$ cat config.mk
export PLATFORM = sky130hd
export DESIGN_NAME = rms_status_top
export DESIGN_NICKNAME = d
export VERILOG_FILES = /design/src/rtl/rms_pkg.sv /design/src/rtl/rms_ac_decode.sv /design/src/rtl/rms_status_top.sv /design/src/rtl/rms_sync.sv
export SDC_FILE = /design/constraint.sdc
export NUM_CORES = 1
export LEC_CHECK = 0
export BUFFER_PORTS_ARGS = -buffer_cell sky130_fd_sc_hd__buf_2
export CORE_UTILIZATION = 50
export CTS_BUF_LIST = sky130_fd_sc_hd__clkbuf_16
export CTS_CLUSTER_SIZE = 24
export DETAILED_ROUTE_END_ITERATION = 8
export PLACE_DENSITY_LB_ADDON = 0.25
export SETUP_SLACK_MARGIN = 0.2
export SLEW_MARGIN = 20
export SYNTH_ARGS = -nofsm -noshare
export SYNTH_HDL_FRONTEND = slang
export SYNTH_SLANG_ARGS = --single-unit
$ cat constraint.sdc
create_clock -name mclk -period 2.38 [get_ports mclk]
set_input_delay 0.357 -clock mclk [delete_from_list [all_inputs] [get_ports mclk]]
set_output_delay 0.357 -clock mclk [all_outputs]
set_load 0.01 [all_outputs]
$ cat src/rtl/rms_pkg.sv
// Constants, codes and register layout for the ring MAC status and indicator logic
// Overview of operation
// Legacy five-bit receive status, sixth pin low
// Extended receive codes when sixth pin high
// Queue status pins follow the documented encoding
// Queue status code 100 is never driven
// Almost-full repeats each host write if enabled
// Buffer memory timing follows buffer memory clock
// Board supplies byte and symbol clocks
// Indicator select picks A/C setting behaviour
// Select bits 5:4, exact enable bit 2
// No match clears flags, A/C unmodified
// Internal match sets both flags and bits
// External match sets copied flag and C only
// External match sets all, exact exception
// Command values 0x18 and 0x08 are reserved
// Removed queue status bits read zero
// Host code 111 writes async queue 1
// Host writes aligned frames, FC in MSB
// FC lane field bits 13:12, reset zero
// Each nonzero FC lane code picks a lane
// Exact inputs honoured only when enabled
package rms_pkg;

  // Register byte addresses on the plain register port
  localparam logic [7:0]  RMS_ADDR_MODE1   = 8'h40;
  localparam logic [7:0]  RMS_ADDR_CMD1    = 8'h44;
  localparam logic [7:0]  RMS_ADDR_CMD2    = 8'h48;
  localparam logic [7:0]  RMS_ADDR_TXSTAT  = 8'h50;
  localparam logic [7:0]  RMS_ADDR_STATUS  = 8'h54;
  localparam logic [7:0]  RMS_ADDR_MODE3   = 8'h60;

  // Reset values
  localparam logic [15:0] RMS_MODE1_RESET  = 16'h0000;
  localparam logic [15:0] RMS_MODE3_RESET  = 16'h0000;
  localparam logic [7:0]  RMS_CMD_RESET    = 8'h00;

  // Third mode register field positions
  localparam int RMS_M3_RX_STATUS_EN = 0;
  localparam int RMS_M3_AFULL_REPEAT = 1;
  localparam int RMS_M3_EXACT_EN     = 2;
  localparam int RMS_M3_IND_SEL_LO   = 4;
  localparam int RMS_M3_IND_SEL_HI   = 5;
  localparam int RMS_M3_FC_LANE_LO   = 12;
  localparam int RMS_M3_FC_LANE_HI   = 13;

  // First mode register operating mode field and its special online value
  localparam int         RMS_M1_MODE_LO  = 12;
  localparam int         RMS_M1_MODE_HI  = 14;
  localparam logic [2:0] RMS_MODE_SPCL   = 3'h2;

  // Reserved command values of the removed third async queue
  localparam logic [7:0] RMS_CMD1_RESERVED = 8'h18;
  localparam logic [7:0] RMS_CMD2_RESERVED = 8'h08;

  // Status bits of the removed queue, forced to zero on read
  localparam logic [15:0] RMS_TXSTAT_REMOVED_MASK = 16'hF888;

  // Extended receive status codes, low five bits with the sixth pin high
  localparam logic [4:0] RMS_RXS_SD_NONDATA = 5'h01;
  localparam logic [4:0] RMS_RXS_SPC_STRIP  = 5'h02;
  localparam logic [4:0] RMS_RXS_ABORT      = 5'h05;
  localparam logic [4:0] RMS_RXS_FLUSH      = 5'h06;

  // Queue status pin codes
  localparam logic [2:0] RMS_QS_QUIET      = 3'h0;
  localparam logic [2:0] RMS_QS_UNLOAD_SYN = 3'h1;
  localparam logic [2:0] RMS_QS_UNLOAD_A0  = 3'h2;
  localparam logic [2:0] RMS_QS_UNLOAD_A1  = 3'h3;
  localparam logic [2:0] RMS_QS_UNDERRUN   = 3'h5;
  localparam logic [2:0] RMS_QS_FULL       = 3'h6;
  localparam logic [2:0] RMS_QS_AFULL      = 3'h7;

  // Host request code that now means write to async queue 1
  localparam logic [2:0] RMS_HREQ_WRITE_A1 = 3'h7;

  // Indicator select values
  localparam logic [1:0] RMS_IND_LEGACY    = 2'h0;
  localparam logic [1:0] RMS_IND_ONLINE    = 2'h1;
  localparam logic [1:0] RMS_IND_SPCL      = 2'h2;
  localparam logic [1:0] RMS_IND_NONE      = 2'h3;

  // Almost-full report tracker states
  typedef enum logic [1:0]
  {
    RMS_AF_BELOW    = 2'b01,
    RMS_AF_REPORTED = 2'b10
  } rms_af_state_type;

endpackage : rms_pkg

$ cat src/rtl/rms_ac_decode.sv
// Combinational A/C indicator and match flag decision
`timescale 1ns/100ps
module rms_ac_decode
  import rms_pkg::*;
(
  input  wire logic [1:0] ind_sel,
  input  wire logic       spcl_active,
  input  wire logic       exact_en,
  input  wire logic       ext_exact,
  input  wire logic       ext_match,
  input  wire logic       int_match,
  output logic            set_a_flag,
  output logic            set_c_flag,
  output logic            set_a_bit,
  output logic            set_c_bit
);

  logic exact_seen;   // Exact input, gated by its enable
  logic exact_miss;   // Enabled exact check failed
  logic ext_only;     // External match without internal match
  logic ext_full;     // External match earns both flags and bits
  logic any_set;      // Selection allows any setting at all
  logic full_set;     // Both flags and both bits

  assign exact_seen = exact_en & ext_exact;
  assign exact_miss = exact_en & ~ext_exact;
  assign any_set    = (ind_sel != RMS_IND_NONE);
  assign ext_only   = ext_match & ~int_match;
  // Legacy off special mode, online bar an exact miss, special on exact
  assign ext_full   = ((ind_sel == RMS_IND_LEGACY) & ~spcl_active)
                    | ((ind_sel == RMS_IND_ONLINE) & ~exact_miss)
                    | ((ind_sel == RMS_IND_SPCL) & exact_seen);
  assign full_set   = any_set & (int_match | (ext_only & ext_full));

  // With neither match all four stay low: flags clear, bits untouched
  assign set_a_flag = full_set;
  assign set_a_bit  = full_set;
  assign set_c_flag = full_set | (any_set & ext_only);
  assign set_c_bit  = full_set | (any_set & ext_only);

endmodule : rms_ac_decode

$ cat src/rtl/rms_status_top.sv
// Ring MAC status pin encoding, A/C indicators, command filter and FC lane logic
`timescale 1ns/100ps
module rms_status_top
  import rms_pkg::*;
(
  input  wire logic        mclk,                    // System clock
  input  wire logic        sys_rst,                 // Sync reset
  input  wire logic        clk_en,                  // Low freezes state
  input  wire logic [7:0]  reg_addr,                // Byte address
  input  wire logic [15:0] reg_wdata,               // Write data
  input  wire logic        reg_wr,                  // Write strobe
  input  wire logic        reg_rd,                  // Read strobe
  output logic      [15:0] reg_rdata,               // Read data, next cycle
  input  wire logic [4:0]  legacy_rx_status,        // Legacy receive status code
  input  wire logic        rx_sd_nondata,           // SD then non-data
  input  wire logic        rx_spcl_strip,           // Special mode strip
  input  wire logic        rx_frame_abort,          // Frame aborted
  input  wire logic        rx_frame_flush,          // Frame flushed
  output logic      [5:0]  receive_status_pins,     // Receive status pins
  input  wire logic [2:0]  host_request_code,       // Host request code
  input  wire logic        host_write,              // Host write cycle
  input  wire logic        q_unload_sync,           // Unloading synchronous queue
  input  wire logic        q_unload_async0,         // Unloading async queue 0
  input  wire logic        q_unload_async1,         // Unloading async queue 1
  input  wire logic        q_underrun,              // Current frame underrun
  input  wire logic        q_full,                  // Current queue full
  input  wire logic        q_above_threshold,       // Above almost-full mark
  output logic      [2:0]  queue_status_pins,       // Queue status pins
  output logic             host_write_async1,       // Write to async 1
  input  wire logic        buffer_memory_clock,     // Memory clock pin
  output logic             bm_strobe,               // Memory timing strobe
  input  wire logic        internal_dest_match,     // Internal DA match
  input  wire logic        ext_dest_match_input_n,  // External DA match pin
  input  wire logic        ext_dest_exact_input_n,  // External DA exact pin
  input  wire logic        frame_eval,              // Indicator update strobe
  input  wire logic        ed_a_in,                 // Received A bit
  input  wire logic        ed_c_in,                 // Received C bit
  output logic             da_match_flag,           // DA match flag
  output logic             frame_copied_flag,       // Frame copied flag
  output logic             ed_a_out,                // Repeated A bit
  output logic             ed_c_out,                // Repeated C bit
  input  wire logic [31:0] tx_first_word,           // First transmit data word
  input  wire logic        tx_first_valid,          // First word present
  output logic      [7:0]  fc_byte,                 // Extracted frame control byte
  output logic      [1:0]  fc_lane,                 // Byte lane that held FC
  output logic             da_next_word,            // DA starts in next word
  output logic             fc_valid,                // FC outputs updated
  output logic             cmd1_pulse,              // Accepted first command
  output logic      [7:0]  cmd1_code,               // Its value
  output logic             cmd2_pulse,              // Accepted second command
  output logic      [7:0]  cmd2_code,               // Its value
  input  wire logic [15:0] tx_status_upper_in       // Raw upper transmit status
);

  // Register storage
  logic [15:0] first_mode_register_reg;    // Holds operating mode field
  logic [15:0] first_mode_register_next;
  logic [15:0] third_mode_register_reg;    // Enhancement enables
  logic [15:0] third_mode_register_next;
  logic [15:0] reg_rdata_next;

  // Almost-full tracker
  rms_af_state_type af_state_reg;
  rms_af_state_type af_state_next;

  // Synchronised pins
  logic [2:0]  pin_sync;                   // BM clock, match, exact
  logic        bm_clk_s;
  logic        bm_clk_prev_reg;            // Edge detection history
  logic        ext_match_s;                // Active high after inversion
  logic        ext_exact_s;

  // Decoded mode bits
  logic        enhanced_rx_status_enable;
  logic        almost_full_repeat_enable;
  logic        exact_match_enable;
  logic        indicator_select_low;
  logic        indicator_select_high;
  logic [1:0]  indicator_select;
  logic [1:0]  fc_lane_select;
  logic        special_online_mode;

  // Address decode
  logic        hit_mode1;
  logic        hit_mode3;
  logic        hit_cmd1;
  logic        hit_cmd2;
  logic        hit_txstat;
  logic        hit_status;
  logic        wr_mode1;
  logic        wr_mode3;
  logic        cmd1_accept;
  logic        cmd2_accept;
  logic [15:0] txstat_masked;
  logic [15:0] status_word;

  // Receive status
  logic        rx_event;
  logic [4:0]  rx_ext_code;
  logic [5:0]  rx_status_next;

  // Queue status
  logic        af_event;
  logic        af_show;
  logic        host_a1;
  logic [2:0]  queue_code;

  // Indicators
  logic        set_a_flag;
  logic        set_c_flag;
  logic        set_a_bit;
  logic        set_c_bit;

  // FC placement
  logic [1:0]  lane_idx;
  logic [31:0] lane_shifted;
  logic        bm_rise;

  // Pins from outside mclk pass two flops before any use
  rms_sync #(
    .WIDTH    (3)
  ) u_pin_sync (
    .mclk     (mclk),
    .sys_rst  (sys_rst),
    .clk_en   (clk_en),
    .async_in ({buffer_memory_clock, ext_dest_match_input_n, ext_dest_exact_input_n}),
    .sync_out (pin_sync)
  );

  // Match pins are active low at the package
  assign bm_clk_s    = pin_sync[2];
  assign ext_match_s = ~pin_sync[1];
  assign ext_exact_s = ~pin_sync[0];

  // Mode field extraction
  assign enhanced_rx_status_enable = third_mode_register_reg[RMS_M3_RX_STATUS_EN];
  assign almost_full_repeat_enable = third_mode_register_reg[RMS_M3_AFULL_REPEAT];
  assign exact_match_enable        = third_mode_register_reg[RMS_M3_EXACT_EN];
  assign indicator_select_low      = third_mode_register_reg[RMS_M3_IND_SEL_LO];
  assign indicator_select_high     = third_mode_register_reg[RMS_M3_IND_SEL_HI];
  assign indicator_select          = {indicator_select_high, indicator_select_low};
  assign fc_lane_select = third_mode_register_reg[RMS_M3_FC_LANE_HI:RMS_M3_FC_LANE_LO];
  assign special_online_mode =
    (first_mode_register_reg[RMS_M1_MODE_HI:RMS_M1_MODE_LO] == RMS_MODE_SPCL);

  // Register address decode
  assign hit_mode1  = (reg_addr == RMS_ADDR_MODE1);
  assign hit_mode3  = (reg_addr == RMS_ADDR_MODE3);
  assign hit_cmd1   = (reg_addr == RMS_ADDR_CMD1);
  assign hit_cmd2   = (reg_addr == RMS_ADDR_CMD2);
  assign hit_txstat = (reg_addr == RMS_ADDR_TXSTAT);
  assign hit_status = (reg_addr == RMS_ADDR_STATUS);
  assign wr_mode1   = reg_wr & hit_mode1;
  assign wr_mode3   = reg_wr & hit_mode3;

  // Values of the missing queue never become an instruction
  assign cmd1_accept = reg_wr & hit_cmd1 & (reg_wdata[7:0] != RMS_CMD1_RESERVED);
  assign cmd2_accept = reg_wr & hit_cmd2 & (reg_wdata[7:0] != RMS_CMD2_RESERVED);

  // Removed queue status bits are cut before they reach software
  assign txstat_masked = tx_status_upper_in & ~RMS_TXSTAT_REMOVED_MASK;

  // Live view of block state
  assign status_word = {8'h00, fc_lane, host_write_async1, (af_state_reg == RMS_AF_REPORTED),
                        ext_exact_s, ext_match_s, frame_copied_flag, da_match_flag};

  assign first_mode_register_next = wr_mode1 ? reg_wdata : first_mode_register_reg;
  // Field resets to zero with the rest of the register
  assign third_mode_register_next = wr_mode3 ? reg_wdata : third_mode_register_reg;

  // Read mux; unmapped addresses and idle cycles answer zero
  assign reg_rdata_next = ~reg_rd   ? 16'h0000 :
                          hit_mode1  ? first_mode_register_reg :
                          hit_mode3  ? third_mode_register_reg :
                          hit_cmd1   ? {8'h00, cmd1_code} :
                          hit_cmd2   ? {8'h00, cmd2_code} :
                          hit_txstat ? txstat_masked :
                          hit_status ? status_word :
                                       16'h0000;

  // Receive status: abort outranks flush, flush outranks strip and delimiter
  assign rx_event    = rx_frame_abort | rx_frame_flush | rx_spcl_strip | rx_sd_nondata;
  assign rx_ext_code = rx_frame_abort ? RMS_RXS_ABORT :
                       rx_frame_flush ? RMS_RXS_FLUSH :
                       rx_spcl_strip  ? RMS_RXS_SPC_STRIP :
                                        RMS_RXS_SD_NONDATA;
  // Legacy code with the sixth pin low unless extended codes are enabled and a receive event is present
  assign rx_status_next = (enhanced_rx_status_enable & rx_event) ?
                          {1'b1, rx_ext_code} :
                          {1'b0, legacy_rx_status};

  // Almost-full shows on host writes above threshold while room remains
  assign af_event = host_write & q_above_threshold & ~q_full;
  assign af_show  = af_event &
                    (almost_full_repeat_enable | (af_state_reg == RMS_AF_BELOW));

  // Host code 111 now loads async queue 1 and reports as its unload code
  assign host_a1 = host_write & (host_request_code == RMS_HREQ_WRITE_A1);

  // Priority encoder; only listed codes can leave it, so 100 never appears
  assign queue_code = q_underrun      ? RMS_QS_UNDERRUN :
                      q_full          ? RMS_QS_FULL :
                      af_show         ? RMS_QS_AFULL :
                      q_unload_sync   ? RMS_QS_UNLOAD_SYN :
                      q_unload_async0 ? RMS_QS_UNLOAD_A0 :
                      (q_unload_async1 | host_a1) ? RMS_QS_UNLOAD_A1 :
                                        RMS_QS_QUIET;

  // Tracker rearms once below threshold
  always_comb
  begin
    af_state_next = af_state_reg;
    unique case (af_state_reg)
      RMS_AF_BELOW:
      begin
        if (af_show)
        begin
          af_state_next = RMS_AF_REPORTED;
        end
      end
      RMS_AF_REPORTED:
      begin
        if (~q_above_threshold)
        begin
          af_state_next = RMS_AF_BELOW;
        end
      end
      default:
      begin
        af_state_next = RMS_AF_BELOW; // Recover
      end
    endcase
  end

  // A/C decision from both match sources
  rms_ac_decode u_ac_decode (
    .ind_sel    (indicator_select),
    .spcl_active (special_online_mode),
    .exact_en   (exact_match_enable),
    .ext_exact  (ext_exact_s),
    .ext_match  (ext_match_s),
    .int_match  (internal_dest_match),
    .set_a_flag (set_a_flag),
    .set_c_flag (set_c_flag),
    .set_a_bit  (set_a_bit),
    .set_c_bit  (set_c_bit)
  );

  // FC lane: 00 keeps the MSB lane, other codes walk down one lane each
  assign lane_idx     = 2'd3 - fc_lane_select;
  assign lane_shifted = tx_first_word >> {lane_idx, 3'b000};

  // Rising edge of the synchronised buffer memory clock
  assign bm_rise = bm_clk_s & ~bm_clk_prev_reg;

  // Register file and read data
  always_ff @(posedge mclk)
  begin
    if (sys_rst)
    begin
      first_mode_register_reg <= RMS_MODE1_RESET;
      third_mode_register_reg <= RMS_MODE3_RESET;
      reg_rdata               <= 16'h0000;
    end
    else if (clk_en)
    begin
      first_mode_register_reg <= first_mode_register_next;
      third_mode_register_reg <= third_mode_register_next;
      reg_rdata               <= reg_rdata_next;
    end
  end

  // Command outputs; a reserved value leaves the last code and no pulse
  always_ff @(posedge mclk)
  begin
    if (sys_rst)
    begin
      cmd1_pulse <= 1'b0;
      cmd2_pulse <= 1'b0;
      cmd1_code  <= RMS_CMD_RESET;
      cmd2_code  <= RMS_CMD_RESET;
    end
    else if (clk_en)
    begin
      cmd1_pulse <= cmd1_accept;
      cmd2_pulse <= cmd2_accept;
      if (cmd1_accept)
      begin
        cmd1_code <= reg_wdata[7:0];
      end
      if (cmd2_accept)
      begin
        cmd2_code <= reg_wdata[7:0];
      end
    end
  end

  // Status pins are registered so they change only on mclk edges
  always_ff @(posedge mclk)
  begin
    if (sys_rst)
    begin
      receive_status_pins <= 6'h00;
      queue_status_pins   <= RMS_QS_QUIET;
      host_write_async1   <= 1'b0;
      af_state_reg        <= RMS_AF_BELOW;
    end
    else if (clk_en)
    begin
      receive_status_pins <= rx_status_next;
      queue_status_pins   <= queue_code;
      host_write_async1   <= host_a1;
      af_state_reg        <= af_state_next;
    end
  end

  // Indicators update once per frame at the evaluation strobe
  always_ff @(posedge mclk)
  begin
    if (sys_rst)
    begin
      da_match_flag     <= 1'b0;
      frame_copied_flag <= 1'b0;
      ed_a_out          <= 1'b0;
      ed_c_out          <= 1'b0;
    end
    else if (clk_en & frame_eval)
    begin
      da_match_flag     <= set_a_flag;
      frame_copied_flag <= set_c_flag;
      ed_a_out          <= set_a_bit | ed_a_in;
      ed_c_out          <= set_c_bit | ed_c_in;
    end
  end

  // FC placement result, captured with the first word
  always_ff @(posedge mclk)
  begin
    if (sys_rst)
    begin
      fc_byte      <= 8'h00;
      fc_lane      <= 2'h3;
      da_next_word <= 1'b0;
      fc_valid     <= 1'b0;
    end
    else if (clk_en)
    begin
      fc_valid <= tx_first_valid;
      if (tx_first_valid)
      begin
        fc_byte      <= lane_shifted[7:0];
        fc_lane      <= lane_idx;
        da_next_word <= (lane_idx == 2'h0);
      end
    end
  end

  // Sampled at 40 MHz a 25 MHz clock aliases, so the strobe marks the
  // edges that the sampler sees; buffer memory timing keys off it only
  always_ff @(posedge mclk)
  begin
    if (sys_rst)
    begin
      bm_clk_prev_reg <= 1'b0;
      bm_strobe       <= 1'b0;
    end
    else if (clk_en)
    begin
      bm_clk_prev_reg <= bm_clk_s;
      bm_strobe       <= bm_rise;
    end
  end

endmodule : rms_status_top

$ cat src/rtl/rms_sync.sv
// Two flip-flop synchroniser for pins from outside the mclk domain
`timescale 1ns/100ps
module rms_sync
  import rms_pkg::*;
#(
  parameter int WIDTH = 1
)
(
  input  wire logic             mclk,
  input  wire logic             sys_rst,
  input  wire logic             clk_en,
  input  wire logic [WIDTH-1:0] async_in,
  output logic      [WIDTH-1:0] sync_out
);

  logic [WIDTH-1:0] stage1_reg;   // First stage, read only by the second

  // Both stages freeze with the clock enable like all other state
  always_ff @(posedge mclk)
  begin
    if (sys_rst)
    begin
      stage1_reg <= '0;
      sync_out   <= '0;
    end
    else if (clk_en)
    begin
      stage1_reg <= async_in;
      sync_out   <= stage1_reg;
    end
  end

endmodule : rms_sync
==> out/metrics.csv <==
metric,value,unit
outcome,completed,
syn_inst,528,
synth_seq_area_share,0.431,
layout-drive-gt1-share,0.316,
p_per_area,582,nW/µm²
hold-worst-slack,259,ps
cts_sinks,102,
antenna_cells,0,
async_reset_ff_frac,0,
nNetsFinal,784,
yosys_warnings,0,
finalHoldViolations,0,
ant_nets,0,
syn-cell-area,4740,µm²
grt_pass1_vias,4271,
dp.cells,780,
rsz0062_at_grt,no,
rows,35,
hold_path.class,in2reg,
holdBufCountCts,0,
io_buffer_count,157,
fin_skew,8.22,ps
clk_latency,340,ps
postCtsSetupBuffers,0,
drc,0,
drv_slew,0,
fin_util,0.647,
start_util,0.515,
chipHeight,99.3,µm
postSynthAreaPerCell,8.97,µm²
syn_nets,632,
dpl.hpwl,9940,µm
fin_cells,795,
rr_worst_depth,3,
critical_path_class,in2reg,
synth.distinct_cells,61,
totalWireLength,13300,µm
ys.flop_type,dfxtp_1,
setup_viol,0,
final.min_clock_period,1930,ps
slew_headroom,0.512,
setup_tns,0,ps
finalInstanceArea,5950,µm²
dieArea,9870,µm²
critical_path.slowest_cell,or4b_1,
grt-ovfl-total,0,
max_cap_violations,0,
placed_area,5680,µm²
wl_per_cell,16.7,µm
cts_resized,0,
cts_root_buf,clkbuf_16,
required,2590,ps
start_kind,input pin,
fmaxAchievable,518,MHz
drtPass1Iterations,5,
antenna_found_initial,0,
die_w,99.3,µm
min_period_over_period,0.811,
vias_per_cell,5.68,
max-clock-path-buffers,2,
grt_pass1_wl,20800,µm
h-tree-depth,3,
peakVddDrop,0.000439,V
critPathMaxStageDelay,620,ps
worstPathArrival,2140,ps
num_io_pins,165,
synth_enable_flop_cells,0,
path_cells,"buf_2, or4b_1, nor4_2, o21a_1, buf_4, mux2i_1, nor2_1",
drtIter0Drc,200,
synthTopCellsByArea,"dfxtp_1 43%, mux2i_1 12%, nor2_1 7.1%, a21oi_1 4.1%, mux4_2 3.8%",
yosys.area.top_type,dfxtp_1,
vias,4517,
cts_tree,built,
p_leak,2.58,nW
ys_ff_latch,102,
worstMarginPinSlew,731,ps
track_usage,0.269,
fp.coreArea,9200,µm²
yosysTopAreaCellShare,0.431,
path_max_fanout,6,
cts_buffers,9,
place_congestion,0.917,
grt_max_degree,59,
whs_path_depth,3,
clk_pin_slew_worst_paths,70,ps
area_growth,25.6,%
endpoint_kind,flip-flop,
==> report_power, final <==
| group | switching (mW) | internal (mW) |
|---|---|---|
| combinational | 0.199 | 0.149 |
| sequential | 0.0170 | 1.73 |
| clock | 0.647 | 0.713 |
==> synthesized netlist by cell type, drive strengths merged, types with 3 or more instances <==
master,number
a211o,3
a211oi,4
a21oi,39
a22oi,11
buf,8
clkbuf,27
dfxtp,102
inv,13
mux2,11
mux2i,57
mux4,8
nand2,47
nand2b,8
nand3,8
nor2,91
nor2b,4
nor3,8
nor4,3
nor4b,5
o211ai,3
o21ai,17
o221ai,3
o22ai,6
o31ai,4
==> logic make-up after synthesis <==
| logic type | share of synthesized area |
|---|---|
| mux | 0.185 |
| xor+xnor | 0.00185 |
| flops | 0.431 |
| simple gates | 0.186 |
| buf+inv | 0.0433 |
| compound gates | 0.153 |
==> stage by stage <==
stage               power, mW  setup WS, ps
floorplan                1.97           304
global placement         2.13           158
CTS                      3.48           456
finish                   3.46           450
detailed placement       2.14           110
global route             3.59           368
==> worst max-delay path: cells and delay by family <==
family,cells,cell delay [ps]
AO/OA/AOI/OAI,1,220
buffers and inverters,2,300
multiplexers,1,190
AND/OR/NAND/NOR,3,1060
==> cell type report <==
| type | instances | area, µm² |
|---|---|---|
| clock inverter | 6 | 47.5 |
| timing repair buffer | 176 | 956 |
| tap | 111 | 139 |
| clock buffer | 9 | 225 |
| fill | 802 | 3250 |
| inverter | 13 | 48.8 |
| multi-input combinational | 378 | 2490 |
| sequential | 102 | 2040 |
==> routing by layer <==
metal | wire length [µm] | global-route usage | vias up | share of wire
met4 | 141 | 0.0679 | 0 | 0.011
li1 | - | - | 2184 | -
met2 | 6710 | 0.494 | 173 | 0.50
met5 | 0 | 0 | - | 0
met1 | 5560 | 0.321 | 2147 | 0.42
met3 | 888 | 0.0520 | 13 | 0.067
==> worst paths after layout <==
path / slack (ps) / end / startpoint
worst max-delay path: 450 / cmd2_code[5]$_SDFFE_PP0P_ / reg_addr[7]
worst max register to register: 690 / fc_byte[4]$_SDFFE_PP0P_ / third_mode_register_reg[12]$_SDFFE_PP0P_
worst min-delay path: 260 / u_pin_sync.stage1_reg[1]$_SDFFE_PP0P_ / ext_dest_match_input_n
worst min register to register: 450 / fc_byte[3]$_SDFFE_PP0P_ / fc_byte[3]$_SDFFE_PP0P_
==> layout by cell type (no fill, tap or decap), types with 3 or more instances in the layout <==
master,n
buf_2,156
dfxtp_1,102
nor2_1,90
mux2i_1,57
nand2_1,47
a21oi_1,39
buf_4,18
o21ai_0,17
inv_1,13
mux2_2,11
a22oi_1,11
clkbuf_16,9
nand2b_1,8
nor3_1,8
nand3_1,8
mux4_2,8
o22ai_1,6
nor4b_1,4
a211oi_1,4
o31ai_1,4
nor2b_1,4
a211o_1,3
o211ai_1,3
o221ai_1,3
No activity file was read; power rests on OpenSTA's default activity.
